File: src/unk_pkg.sv
// shared constants for the nak event and control endpoint register block
package unk_pkg;
	// ----------------------------------------------------------------
	// register map (byte addresses)
	// ----------------------------------------------------------------
	localparam int          ADDR_W        = 8;
	localparam int          DATA_W        = 32;
	localparam logic [7:0]  OFS_NAK_FLAGS = 8'h00;
	localparam logic [7:0]  OFS_NAK_MASK  = 8'h04;
	localparam logic [7:0]  OFS_MAX_PKT   = 8'h08;
	localparam logic [7:0]  OFS_IRQ_STAT  = 8'h0c;
	localparam logic [7:0]  OFS_IRQ_CLR   = 8'h10;
	localparam logic [7:0]  OFS_IRQ_EN    = 8'h14;
	// ----------------------------------------------------------------
	// field layout
	// ----------------------------------------------------------------
	localparam int          EP_LO         = 1;
	localparam int          EP_HI         = 7;
	localparam int          ZLP_BIT       = 15;
	localparam int          FIFO_VLD_BIT  = 12;
	localparam int          MAX_PKT_W     = 7;
	localparam int          IRQ_NAK       = 0;
	localparam int          IRQ_SETUP     = 1;
	localparam int          IRQ_ZLP       = 2;
	localparam int          IRQ_W         = 3;
	// ----------------------------------------------------------------
	// reset values and bus responses
	// ----------------------------------------------------------------
	localparam logic [6:0]  RST_MAX_PKT   = 7'h00;
	localparam logic [1:0]  RESP_OKAY     = 2'h0;
	localparam logic [1:0]  RESP_SLVERR   = 2'h2;
endpackage : unk_pkg

File: src/unk_regs_if.sv
// register access strobes between the bus slave and the register file
`timescale 1ns/1ps
interface unk_regs_if;
	logic        wr_en;
	logic [7:0]  wr_addr;
	logic [31:0] wr_data;
	logic [3:0]  wr_strb;
	logic        wr_ok;
	logic        rd_en;
	logic [7:0]  rd_addr;
	logic [31:0] rd_data;
	logic        rd_ok;
	modport slave (output wr_en, wr_addr, wr_data, wr_strb, rd_en, rd_addr,
		input wr_ok, rd_data, rd_ok);
	modport regs (input wr_en, wr_addr, wr_data, wr_strb, rd_en, rd_addr,
		output wr_ok, rd_data, rd_ok);
endinterface : unk_regs_if

File: src/unk_top.sv
// nak event flags, their masking and control endpoint 0 state registers
//
// Local design decisions: the address map and register access over AXI4-Lite.
`timescale 1ns/1ps
module unk_top (
	input  wire logic        sys_clk,
	input  wire logic        rst_b,
	// axi4-lite register port
	input  wire logic [7:0]  s_axil_awaddr,
	input  wire logic        s_axil_awvalid,
	output logic             s_axil_awready,
	input  wire logic [31:0] s_axil_wdata,
	input  wire logic [3:0]  s_axil_wstrb,
	input  wire logic        s_axil_wvalid,
	output logic             s_axil_wready,
	output logic [1:0]       s_axil_bresp,
	output logic             s_axil_bvalid,
	input  wire logic        s_axil_bready,
	input  wire logic [7:0]  s_axil_araddr,
	input  wire logic        s_axil_arvalid,
	output logic             s_axil_arready,
	output logic [31:0]      s_axil_rdata,
	output logic [1:0]       s_axil_rresp,
	output logic             s_axil_rvalid,
	input  wire logic        s_axil_rready,
	// usb link events, one-cycle pulses
	input  wire logic [7:1]  nak_tx,
	input  wire logic        setup_rx,
	input  wire logic        send_zero_length_cmd,
	input  wire logic        zero_len_sent,
	input  wire logic        ctrl_ep_fifo_loaded,
	input  wire logic        ctrl_ep_fifo_drained,
	// level from the general endpoint event mask register
	input  wire logic [7:1]  endpoint_event_mask,
	// results
	output logic             nak_event,
	output logic [6:0]       ctrl_ep_max_packet_size,
	output logic             zero_len_send_pending,
	output logic             ctrl_ep_fifo_valid,
	output logic             irq
);
	// ----------------------------------------------------------------
	// state
	// ----------------------------------------------------------------
	typedef struct packed {
		logic [7:1] nak_mask;
		logic [6:0] max_pkt_size;
		logic       zlp_pend;
		logic       fifo_valid;
		logic [2:0] irq_stat;
		logic [2:0] irq_en;
		logic       nak_out;
		logic       irq_out;
	} unk_top_s;

	unk_top_s    st;
	unk_top_s    next_st;
	logic [7:1]  flags;
	logic [7:1]  flag_clr;
	logic [7:1]  nak_pass;
	logic        wr_flags;
	logic        wr_mask;
	logic        wr_maxpkt;
	logic        wr_irq_clr;
	logic        wr_irq_en;
	logic [2:0]  irq_evt;
	logic [31:0] rd_word;

	unk_regs_if rif ();

	// ----------------------------------------------------------------
	// address decode
	// ----------------------------------------------------------------
	// true for every offset that the register file answers
	function automatic logic addr_known(input logic [7:0] a);
		addr_known = (a == unk_pkg::OFS_NAK_FLAGS) || (a == unk_pkg::OFS_NAK_MASK)
			|| (a == unk_pkg::OFS_MAX_PKT) || (a == unk_pkg::OFS_IRQ_STAT)
			|| (a == unk_pkg::OFS_IRQ_CLR) || (a == unk_pkg::OFS_IRQ_EN);
	endfunction : addr_known

	// write strobe for one offset, low byte lane enabled
	function automatic logic wr_hit(input logic [7:0] ofs);
		wr_hit = rif.wr_en && (rif.wr_addr == ofs) && rif.wr_strb[0];
	endfunction : wr_hit

	// ----------------------------------------------------------------
	// bus slave
	// ----------------------------------------------------------------
	unk_axil_slave u_slave (
		.sys_clk        (sys_clk),
		.rst_b          (rst_b),
		.s_axil_awaddr  (s_axil_awaddr),
		.s_axil_awvalid (s_axil_awvalid),
		.s_axil_awready (s_axil_awready),
		.s_axil_wdata   (s_axil_wdata),
		.s_axil_wstrb   (s_axil_wstrb),
		.s_axil_wvalid  (s_axil_wvalid),
		.s_axil_wready  (s_axil_wready),
		.s_axil_bresp   (s_axil_bresp),
		.s_axil_bvalid  (s_axil_bvalid),
		.s_axil_bready  (s_axil_bready),
		.s_axil_araddr  (s_axil_araddr),
		.s_axil_arvalid (s_axil_arvalid),
		.s_axil_arready (s_axil_arready),
		.s_axil_rdata   (s_axil_rdata),
		.s_axil_rresp   (s_axil_rresp),
		.s_axil_rvalid  (s_axil_rvalid),
		.s_axil_rready  (s_axil_rready),
		.rif            (rif.slave)
	);

	// write strobes per register
	assign wr_flags   = wr_hit(unk_pkg::OFS_NAK_FLAGS);
	assign wr_mask    = wr_hit(unk_pkg::OFS_NAK_MASK);
	assign wr_maxpkt  = wr_hit(unk_pkg::OFS_MAX_PKT);
	assign wr_irq_clr = wr_hit(unk_pkg::OFS_IRQ_CLR);
	assign wr_irq_en  = wr_hit(unk_pkg::OFS_IRQ_EN);
	assign rif.wr_ok  = addr_known(rif.wr_addr);
	assign rif.rd_ok  = addr_known(rif.rd_addr);

	// ----------------------------------------------------------------
	// nak flags
	// ----------------------------------------------------------------
	// ones written to the flag register clear those flags
	assign flag_clr = wr_flags ? rif.wr_data[7:1] : '0;

	unk_nak_flags u_flags (
		.sys_clk (sys_clk),
		.rst_b   (rst_b),
		.nak_tx  (nak_tx),
		.clr     (flag_clr),
		.flags   (flags)
	);

	// a flag passes only when neither mask holds it back
	assign nak_pass = flags & ~st.nak_mask & ~endpoint_event_mask;

	// ----------------------------------------------------------------
	// interrupt events
	// ----------------------------------------------------------------
	assign irq_evt[unk_pkg::IRQ_NAK]   = |nak_tx;
	assign irq_evt[unk_pkg::IRQ_SETUP] = setup_rx;
	assign irq_evt[unk_pkg::IRQ_ZLP]   = zero_len_sent;

	// ----------------------------------------------------------------
	// read data
	// ----------------------------------------------------------------
	// reserved and unused bits read as zero
	always_comb
	begin
		rd_word = '0;
		unique case (rif.rd_addr)
			unk_pkg::OFS_NAK_FLAGS:
				rd_word[7:1] = flags;
			unk_pkg::OFS_NAK_MASK:
				rd_word[7:1] = st.nak_mask;
			unk_pkg::OFS_MAX_PKT:
			begin
				rd_word[unk_pkg::ZLP_BIT]      = st.zlp_pend;
				rd_word[unk_pkg::FIFO_VLD_BIT] = st.fifo_valid;
				rd_word[6:0]                   = st.max_pkt_size;
			end
			unk_pkg::OFS_IRQ_STAT:
				rd_word[2:0] = st.irq_stat;
			unk_pkg::OFS_IRQ_EN:
				rd_word[2:0] = st.irq_en;
			default:
				rd_word = '0; // clear register and unmapped
		endcase
	end
	assign rif.rd_data = rd_word;

	// ----------------------------------------------------------------
	// next state
	// ----------------------------------------------------------------
	always_comb
	begin
		next_st = st;
		// software-owned fields
		if (wr_mask)
			next_st.nak_mask = rif.wr_data[7:1];
		if (wr_maxpkt)
			next_st.max_pkt_size = rif.wr_data[6:0];
		if (wr_irq_en)
			next_st.irq_en = rif.wr_data[2:0];
		// pending zero-length send: a new command beats completion
		if (zero_len_sent)
			next_st.zlp_pend = 1'b0;
		if (send_zero_length_cmd)
			next_st.zlp_pend = 1'b1;
		// fifo valid: setup token overrides everything
		if (ctrl_ep_fifo_drained)
			next_st.fifo_valid = 1'b0;
		if (ctrl_ep_fifo_loaded)
			next_st.fifo_valid = 1'b1;
		if (setup_rx)
			next_st.fifo_valid = 1'b0;
		// sticky status: set wins over a clear in the same cycle
		if (wr_irq_clr)
			next_st.irq_stat = st.irq_stat & ~rif.wr_data[2:0];
		next_st.irq_stat = next_st.irq_stat | irq_evt;
		// registered outputs
		next_st.nak_out = |nak_pass;
		next_st.irq_out = |(st.irq_stat & st.irq_en);
	end

	// ----------------------------------------------------------------
	// state register
	// ----------------------------------------------------------------
	always_ff @(posedge sys_clk)
	begin
		if (!rst_b)
		begin
			st              <= '0;
			st.max_pkt_size <= unk_pkg::RST_MAX_PKT;
		end
		else
			st <= next_st;
	end

	// outputs straight from flops
	assign nak_event               = st.nak_out;
	assign ctrl_ep_max_packet_size = st.max_pkt_size;
	assign zero_len_send_pending   = st.zlp_pend;
	assign ctrl_ep_fifo_valid      = st.fifo_valid;
	assign irq                     = st.irq_out;
endmodule : unk_top

File: src/unk_nak_flags.sv
// sticky per-endpoint nak flags with write-one-to-clear
`timescale 1ns/1ps
module unk_nak_flags (
	input  wire logic       sys_clk,
	input  wire logic       rst_b,
	input  wire logic [7:1] nak_tx,
	input  wire logic [7:1] clr,
	output logic      [7:1] flags
);
	typedef struct packed {
		logic [7:1] flag;
	} unk_nak_s;
	unk_nak_s   st;
	unk_nak_s   next_st;
	logic [7:1] next_bit;
	// ----------------------------------------------------------------
	// one flag per endpoint; a nak in the clearing cycle wins
	// ----------------------------------------------------------------
	for (genvar e = unk_pkg::EP_LO; e <= unk_pkg::EP_HI; e++)
	begin : g_ep
		assign next_bit[e] = nak_tx[e] | (st.flag[e] & ~clr[e]);
	end
	// next state
	always_comb
	begin
		next_st      = st;
		next_st.flag = next_bit;
	end
	// state register
	always_ff @(posedge sys_clk)
	begin
		if (!rst_b)
			st <= '0;
		else
			st <= next_st;
	end
	assign flags = st.flag;
endmodule : unk_nak_flags

File: src/unk_axil_slave.sv
// axi4-lite slave front end turning bus beats into register strobes
`timescale 1ns/1ps
module unk_axil_slave (
	input  wire logic        sys_clk,
	input  wire logic        rst_b,
	input  wire logic [7:0]  s_axil_awaddr,
	input  wire logic        s_axil_awvalid,
	output logic             s_axil_awready,
	input  wire logic [31:0] s_axil_wdata,
	input  wire logic [3:0]  s_axil_wstrb,
	input  wire logic        s_axil_wvalid,
	output logic             s_axil_wready,
	output logic [1:0]       s_axil_bresp,
	output logic             s_axil_bvalid,
	input  wire logic        s_axil_bready,
	input  wire logic [7:0]  s_axil_araddr,
	input  wire logic        s_axil_arvalid,
	output logic             s_axil_arready,
	output logic [31:0]      s_axil_rdata,
	output logic [1:0]       s_axil_rresp,
	output logic             s_axil_rvalid,
	input  wire logic        s_axil_rready,
	unk_regs_if.slave        rif
);
	typedef struct packed {
		logic        aw_held;
		logic        w_held;
		logic [7:0]  addr;
		logic [31:0] data;
		logic [3:0]  strb;
		logic        aw_rdy;
		logic        w_rdy;
		logic        ar_rdy;
		logic        bvalid;
		logic [1:0]  bresp;
		logic        rvalid;
		logic [31:0] rdata;
		logic [1:0]  rresp;
	} unk_axi_s;
	unk_axi_s st;
	unk_axi_s next_st;
	// register strobes: write once address and data are both held
	assign rif.wr_en   = st.aw_held & st.w_held & ~st.bvalid;
	assign rif.wr_addr = st.addr;
	assign rif.wr_data = st.data;
	assign rif.wr_strb = st.strb;
	assign rif.rd_en   = s_axil_arvalid & st.ar_rdy;
	assign rif.rd_addr = s_axil_araddr;
	// channel bookkeeping; readies are registered copies of free slots
	always_comb
	begin
		next_st = st;
		if (s_axil_awvalid && st.aw_rdy)
		begin
			next_st.aw_held = 1'b1;
			next_st.addr    = s_axil_awaddr;
		end
		if (s_axil_wvalid && st.w_rdy)
		begin
			next_st.w_held = 1'b1;
			next_st.data   = s_axil_wdata;
			next_st.strb   = s_axil_wstrb;
		end
		if (st.bvalid && s_axil_bready)
			next_st.bvalid = 1'b0;
		if (rif.wr_en)
		begin
			next_st.aw_held = 1'b0;
			next_st.w_held  = 1'b0;
			next_st.bvalid  = 1'b1;
			next_st.bresp   = rif.wr_ok ? unk_pkg::RESP_OKAY : unk_pkg::RESP_SLVERR;
		end
		if (st.rvalid && s_axil_rready)
			next_st.rvalid = 1'b0;
		if (rif.rd_en)
		begin
			next_st.rvalid = 1'b1;
			next_st.rdata  = rif.rd_ok ? rif.rd_data : '0;
			next_st.rresp  = rif.rd_ok ? unk_pkg::RESP_OKAY : unk_pkg::RESP_SLVERR;
		end
		next_st.aw_rdy = ~next_st.aw_held & ~next_st.bvalid;
		next_st.w_rdy  = ~next_st.w_held & ~next_st.bvalid;
		next_st.ar_rdy = ~next_st.rvalid;
	end
	// state register
	always_ff @(posedge sys_clk)
	begin
		if (!rst_b)
			st <= '0;
		else
			st <= next_st;
	end
	assign s_axil_awready = st.aw_rdy;
	assign s_axil_wready  = st.w_rdy;
	assign s_axil_bvalid  = st.bvalid;
	assign s_axil_bresp   = st.bresp;
	assign s_axil_arready = st.ar_rdy;
	assign s_axil_rvalid  = st.rvalid;
	assign s_axil_rdata   = st.rdata;
	assign s_axil_rresp   = st.rresp;
endmodule : unk_axil_slave

File: config.mk
export PLATFORM = sky130hd
export DESIGN_NAME = unk_top
export DESIGN_NICKNAME = d
export VERILOG_FILES = /design/src/unk_pkg.sv /design/src/unk_regs_if.sv /design/src/unk_top.sv /design/src/unk_nak_flags.sv /design/src/unk_axil_slave.sv
export SDC_FILE = /design/constraint.sdc
export NUM_CORES = 1
export LEC_CHECK = 0
export BUFFER_PORTS_ARGS = -buffer_cell sky130_fd_sc_hd__buf_4
export CORE_UTILIZATION = 45
export CTS_CLUSTER_DIAMETER = 200
export DETAILED_ROUTE_END_ITERATION = 10
export GPL_TIMING_DRIVEN = 0
export PLACE_DENSITY = 0.72
export SYNTH_ARGS = -nofsm -noshare
export SYNTH_HDL_FRONTEND = slang
export SYNTH_HIERARCHICAL = 1
export SYNTH_SLANG_ARGS = --single-unit
File: constraint.sdc
create_clock -name sys_clk -period 2.1 [get_ports sys_clk]
set_input_delay 0.42 -clock sys_clk [delete_from_list [all_inputs] [get_ports sys_clk]]
set_output_delay 0.42 -clock sys_clk [all_outputs]
set_load 0.01 [all_outputs]
==> flow_summary.yaml, run 1 <==
outcome:
  outcome: "complete, no violations"
worst_setup_path:
  crit_path_end_kind: "flop"
  arrival_ns: 2.03
  crit_chain: "nor2b_1, nand2_1, inv_1, and2b_1, and3_2, and2_1, nor2b_1, o21a_1"
  cp.depth: 8
  cp.required_ns: 2.34
  reg2reg_depth: 8
  cp_top_family: "simple AND/OR/NAND/NOR gates"
  slowest_delay_ns: 0.35
  critPathBufInv: 1
  critical_path_class: "reg2reg"
  path_common_cell: "nor2b_1"
  cp_slowest_cell: "dfxtp_1"
  start_kind: "flop"
  cp_max_fo: 7
route:
  drt_iter0_drc: 124
  route.detailed.drc: 0
  routed_wirelength_um: 9710
  dr.pass1.iters: 4
  detail-route-antenna-nets: 0
  avgRoutedWirePerCell_um: 12.7
  vias_per_cell: 4.74
  vias: 3614
sta:
  setup_tns_ns: 0
  period_minus_slack_ns: 1.79
  tightestPinTransition_ns: 0.501
  drv_slew: 0
  slew_headroom_pct: 66.6
  rsz0062_at_grt: "no"
  finalClockSkew_ns: 0.0104
  fmax_mhz: 558
  postLayoutSetupSlackWorst_ns: 0.307
  hold_viol: 0
  period_share_pct: 85.4
  setup_viol: 0
final_layout:
  seq_area_mm2: 0.00178
  area_delta_synth_final_pct: 26.2
  design_area_mm2: 0.00562
  post_route_cells_drive_above_1_share_pct: 34.1
  diodes: 0
  final_cell_count_no_fill: 762
  multi_input_area_mm2: 0.00203
  nets: 708
  final_cell_mix: "buf_4 (163), nand2_1 (97), dfxtp_1 (89)"
  nFillCells: 861
  final_common_cell: "buf_4"
power_and_ir_drop:
  powerDensity_mw_per_mm2: 631
  vdd_ir_drop_max_mv: 0.353
  power_mw: 3.55
  p_leak_nw: 2.58
clock_tree:
  cts_max_level: 3
  cts_root_buffer: "clkbuf_8"
  cts_hold_buffers: 0
  ctsResizeCount: 0
  post_cts_buffers: 0
  clk_latency_ns: 0.35
  cts_sinks: 89
  cts_buffers: 9
  clk_pin_slew_ns: 0.08
  cts_tree: "done"
  cts_buffer_depth: 2
global_routing:
  grt_pass1_vias: 3451
  grt_use_total_pct: 19.5
  antenna_found_initial: 0
  grt_max_degree: 16
  grt_pass1_wl_um: 15700
  gr-total-overflow: 0
hold_path:
  hold_depth: 2
  hp-class: "in2reg"
floorplan:
  die-area_mm2: 0.0103
  ioPinCount: 130
  num_rows: 35
  coreArea_mm2: 0.00942
  start_util_pct: 47.3
  die_height_um: 101
  die_x_um: 101
logic_synthesis:
  synth.avg_cell_area_um2: 8.82
  yosys_warnings: 6
  syn-instance-count: 505
  syn_area_mm2: 0.00445
placement:
  gp_congestion: 0.857
  dp_cells: 748
  io_buffers: 92
  post-dp-hpwl_um: 7440
  placed_area_mm2: 0.00539
  place_ws_ns: 0.195
flow_run:
  maxCapViolations: 0
==> where the power goes <==
group	switching, mW	internal (mW)
clock network	0.574	0.811
registers	0.0319	1.73
logic	0.187	0.209
==> sequential cells by signal (all words and copies together) (netlist names), 2 cells and up <==
name / flops
ctrl_ep_max_packet_size: 7
st: 13
u_flags/flags: 7
u_slave/rif.wr_addr: 8
u_slave/rif.wr_data: 8
u_slave/s_axil_rdata: 32
u_slave/st: 2
==> per-stage QoR <==
step,util (%),hold slack (ns)
after floorplan,-,0.414
after global routing,59.7,0.253
after detailed placement,57.2,0.433
final,59.7,0.240
after global placement,57.2,0.439
after CTS,59.7,0.225
==> worst reg2reg max path, delay by kind of cell, from the launching register on <==
family / cells / cell delay (ns)
buf+inv: 1 / 0.09
compound gates: 1 / 0.17
simple gates: 6 / 1.07
flops: 1 / 0.35
==> area by class of cell <==
class / count / share of cell area, %
Timing Repair Buffer: 92 / 12.3
Sequential cell: 89 / 31.7
Multi-Input combinational cell: 332 / 36.1
Clock inverter: 3 / 1.60
Tap cell: 129 / 2.87
Clock buffer: 11 / 2.52
Buffer: 101 / 12.6
Inverter: 5 / 0.378
==> routing by layer <==
metal	GRT usage, %	part of all wire, %	wire length, µm	up-vias
li1	-	-	-	1860
met1	23.7	45	4400	1671
met2	34.9	50	4860	77
met3	3.86	3.8	371	6
met4	5.35	0.83	81	0
met5	0	0	0	-
==> final timing paths <==
path                                   from  slack (ns)                          endpoint
hold reg to reg   u_slave/st[85]$_SDFF_PN0_        0.45  u_slave/s_axil_wready$_SDFF_PN0_
setup / recovery  u_slave/st[85]$_SDFF_PN0_        0.31       u_flags/flags[4]$_SDFF_PN0_
hold / removal                     setup_rx        0.24   ctrl_ep_fifo_valid$_SDFFE_PP0P_
setup reg to reg  u_slave/st[85]$_SDFF_PN0_        0.31       u_flags/flags[4]$_SDFF_PN0_
No activity file was read; power rests on OpenSTA's default activity.
==> run 2: changes to the inputs <==
Settings changed: ABC_AREA from default to 1, SKIP_CTS_REPAIR_TIMING from default to 1.
==> run 2 against run 1 <==
Worst hold slack got worse by 0.024 ns. Maximum frequency increased by 13%. Register-to-register slack improved by 0.20 ns. First-iteration DRC count increased by 18%. Global-route usage increased by 0.30 points. Final area increased by 5.9%. Total power increased by 7.4%.
==> flow_summary.yaml, run 2 <==
floorplan:
  coreArea_mm2: 0.0103
  die-area_mm2: 0.0111
  num_rows: 37
  ioPinCount: 130
  die_x_um: 105
  die_height_um: 105
  start_util_pct: 46.4
worst_setup_path:
  slowest_delay_ns: 0.36
  path_common_cell: "nand2_1"
  rr_startpoint: "u_slave/st[86]$_SDFF_PN0_"
  crit_path_end_kind: "flop"
  arrival_ns: 1.84
  crit_start: "u_slave/st[86]$_SDFF_PN0_"
  cp_slowest_cell: "dfxtp_1"
  cp_max_fo: 7
  cp.required_ns: 2.35
  start_kind: "flop"
  critical_path_class: "reg2reg"
  crit_chain: "nand2_1, nor2_1, nand2_1, nor2_4, nand3_2, nor2_1, inv_1, nand2_1, a21oi_2"
route:
  avgRoutedWirePerCell_um: 10.5
  vias_per_cell: 4.34
  route.detailed.drc: 0
  dr.pass1.iters: 4
  detail-route-antenna-nets: 0
  drt_iter0_drc: 146
  routed_wirelength_um: 10200
  vias: 4201
clock_tree:
  cts_root_buffer: "clkbuf_8"
  cts_buffer_depth: 2
  clk_pin_slew_ns: 0.08
  cts_max_level: 3
  cts_buffers: 9
  cts_tree: "done"
  clk_latency_ns: 0.36
  cts_sinks: 89
global_routing:
  grt_max_degree: 14
  grt_pass1_wl_um: 17600
  antenna_found_initial: 0
  grt_use_total_pct: 19.8
  grt_pass1_vias: 4081
  gr-total-overflow: 0
sta:
  fmax_mhz: 629
  setup_tns_ns: 0
  finalClockSkew_ns: 0.00520
  drv_slew: 0
  period_minus_slack_ns: 1.59
  period_share_pct: 75.7
  rsz0062_at_grt: "no"
  hold_viol: 0
  setup_viol: 0
power_and_ir_drop:
  power_switching_mw: 0.976
  pwr-share-clk_pct: 34.3
  powerDensity_mw_per_mm2: 640
  vdd_ir_drop_max_mv: 0.316
  share_seq_of_total_power_pct: 48.2
  combPwrFrac_pct: 17.5
  p_leak_nw: 3.05
  p_int_mw: 2.83
  sw_frac_of_total_pct: 25.6
placement:
  gp_congestion: 0.875
  io_buffers: 92
  dp_cells: 954
  post-dp-hpwl_um: 8210
final_layout:
  post_route_cells_drive_above_1_share_pct: 29.7
  nFillCells: 985
  area_delta_synth_final_pct: 24.2
  final_cell_count_no_fill: 968
  diodes: 0
  final_common_cell: "nand2_1"
  final_cell_mix: "nand2_1 (176), buf_4 (165), nor2_1 (139)"
  largest_register_ffs: 32
  nets: 907
logic_synthesis:
  synth.avg_cell_area_um2: 6.81
  syn-instance-count: 704
  syn_area_mm2: 0.00479
  yosys_warnings: 6
hold_path:
  worstHoldStart: "setup_rx"
  hp-class: "in2reg"
flow_run:
  maxCapViolations: 0
outcome:
  outcome: "complete, no violations"
[run 2: worst max-delay path: cells and delay by family (launching register included)]
kind	cells	cell delay, ns
buf+inv	1	0.05
compound gates	1	0.05
simple gates	7	1.03
flops	1	0.36
[run 2: per-layer routing]
layer  share of wire, %  GRT usage [%]  vias to the layer above
li1                   -              -                     2264
met1                 44           22.9                     1814
met2                 50           34.7                      102
met3                3.8           2.93                       21
met4                2.6           11.4                        0
met5                  0              0                        -
[run 2: per-stage QoR]
| step | util [%] | setup slack (ns) | area [µm²] | hold slack (ns) | power [mW] |
|---|---|---|---|---|---|
| final | 57.6 | 0.511 | 5950 | 0.217 | 3.81 |
| after global routing | 57.6 | 0.331 | 5950 | 0.208 | 4.01 |
| after CTS | 57.6 | 0.517 | 5950 | 0.200 | 3.85 |
| after detailed placement | 55.5 | 0.265 | 5730 | 0.475 | 2.55 |
| after global placement | 55.5 | 0.329 | 5730 | 0.468 | 2.53 |
| after floorplan | - | 0.494 | 4870 | 0.453 | 2.32 |
[run 2: area by class of cell]
cell class	instances	area (µm²)	area share (%)
clock inverters	3	65.1	1.09
plain buffers	93	702	11.8
inverters	91	364	6.12
clock buffers	11	151	2.54
well taps	136	170	2.86
repair buffers	92	691	11.6
multi-input cells	453	2030	34.0
flip-flops and latches	89	1780	29.9
[run 2: path summary, 6_finish.rpt]
| check | endpoint | slack [ns] | cells past startpoint |
|---|---|---|---|
| setup / recovery | u_flags/flags[4]$_SDFF_PN0_ | 0.51 | 9 |
| hold reg to reg | u_slave/rif.wr_data[1]$_SDFFE_PN0P_ | 0.49 | 2 |
| setup reg to reg | u_flags/flags[4]$_SDFF_PN0_ | 0.51 | 9 |
| hold / removal | ctrl_ep_fifo_valid$_SDFFE_PP0P_ | 0.22 | 2 |
[run 2: power groups by stage]
stage          logic [mW]  clock network (mW)  registers [mW]
2_1_floorplan       0.457                   0            1.86
6_report            0.668                1.31            1.84
3_3_place_gp        0.656                   0            1.87
3_5_place_dp        0.672                   0            1.88
5_1_grt             0.753                1.41            1.85
4_1_cts             0.675                1.34            1.84
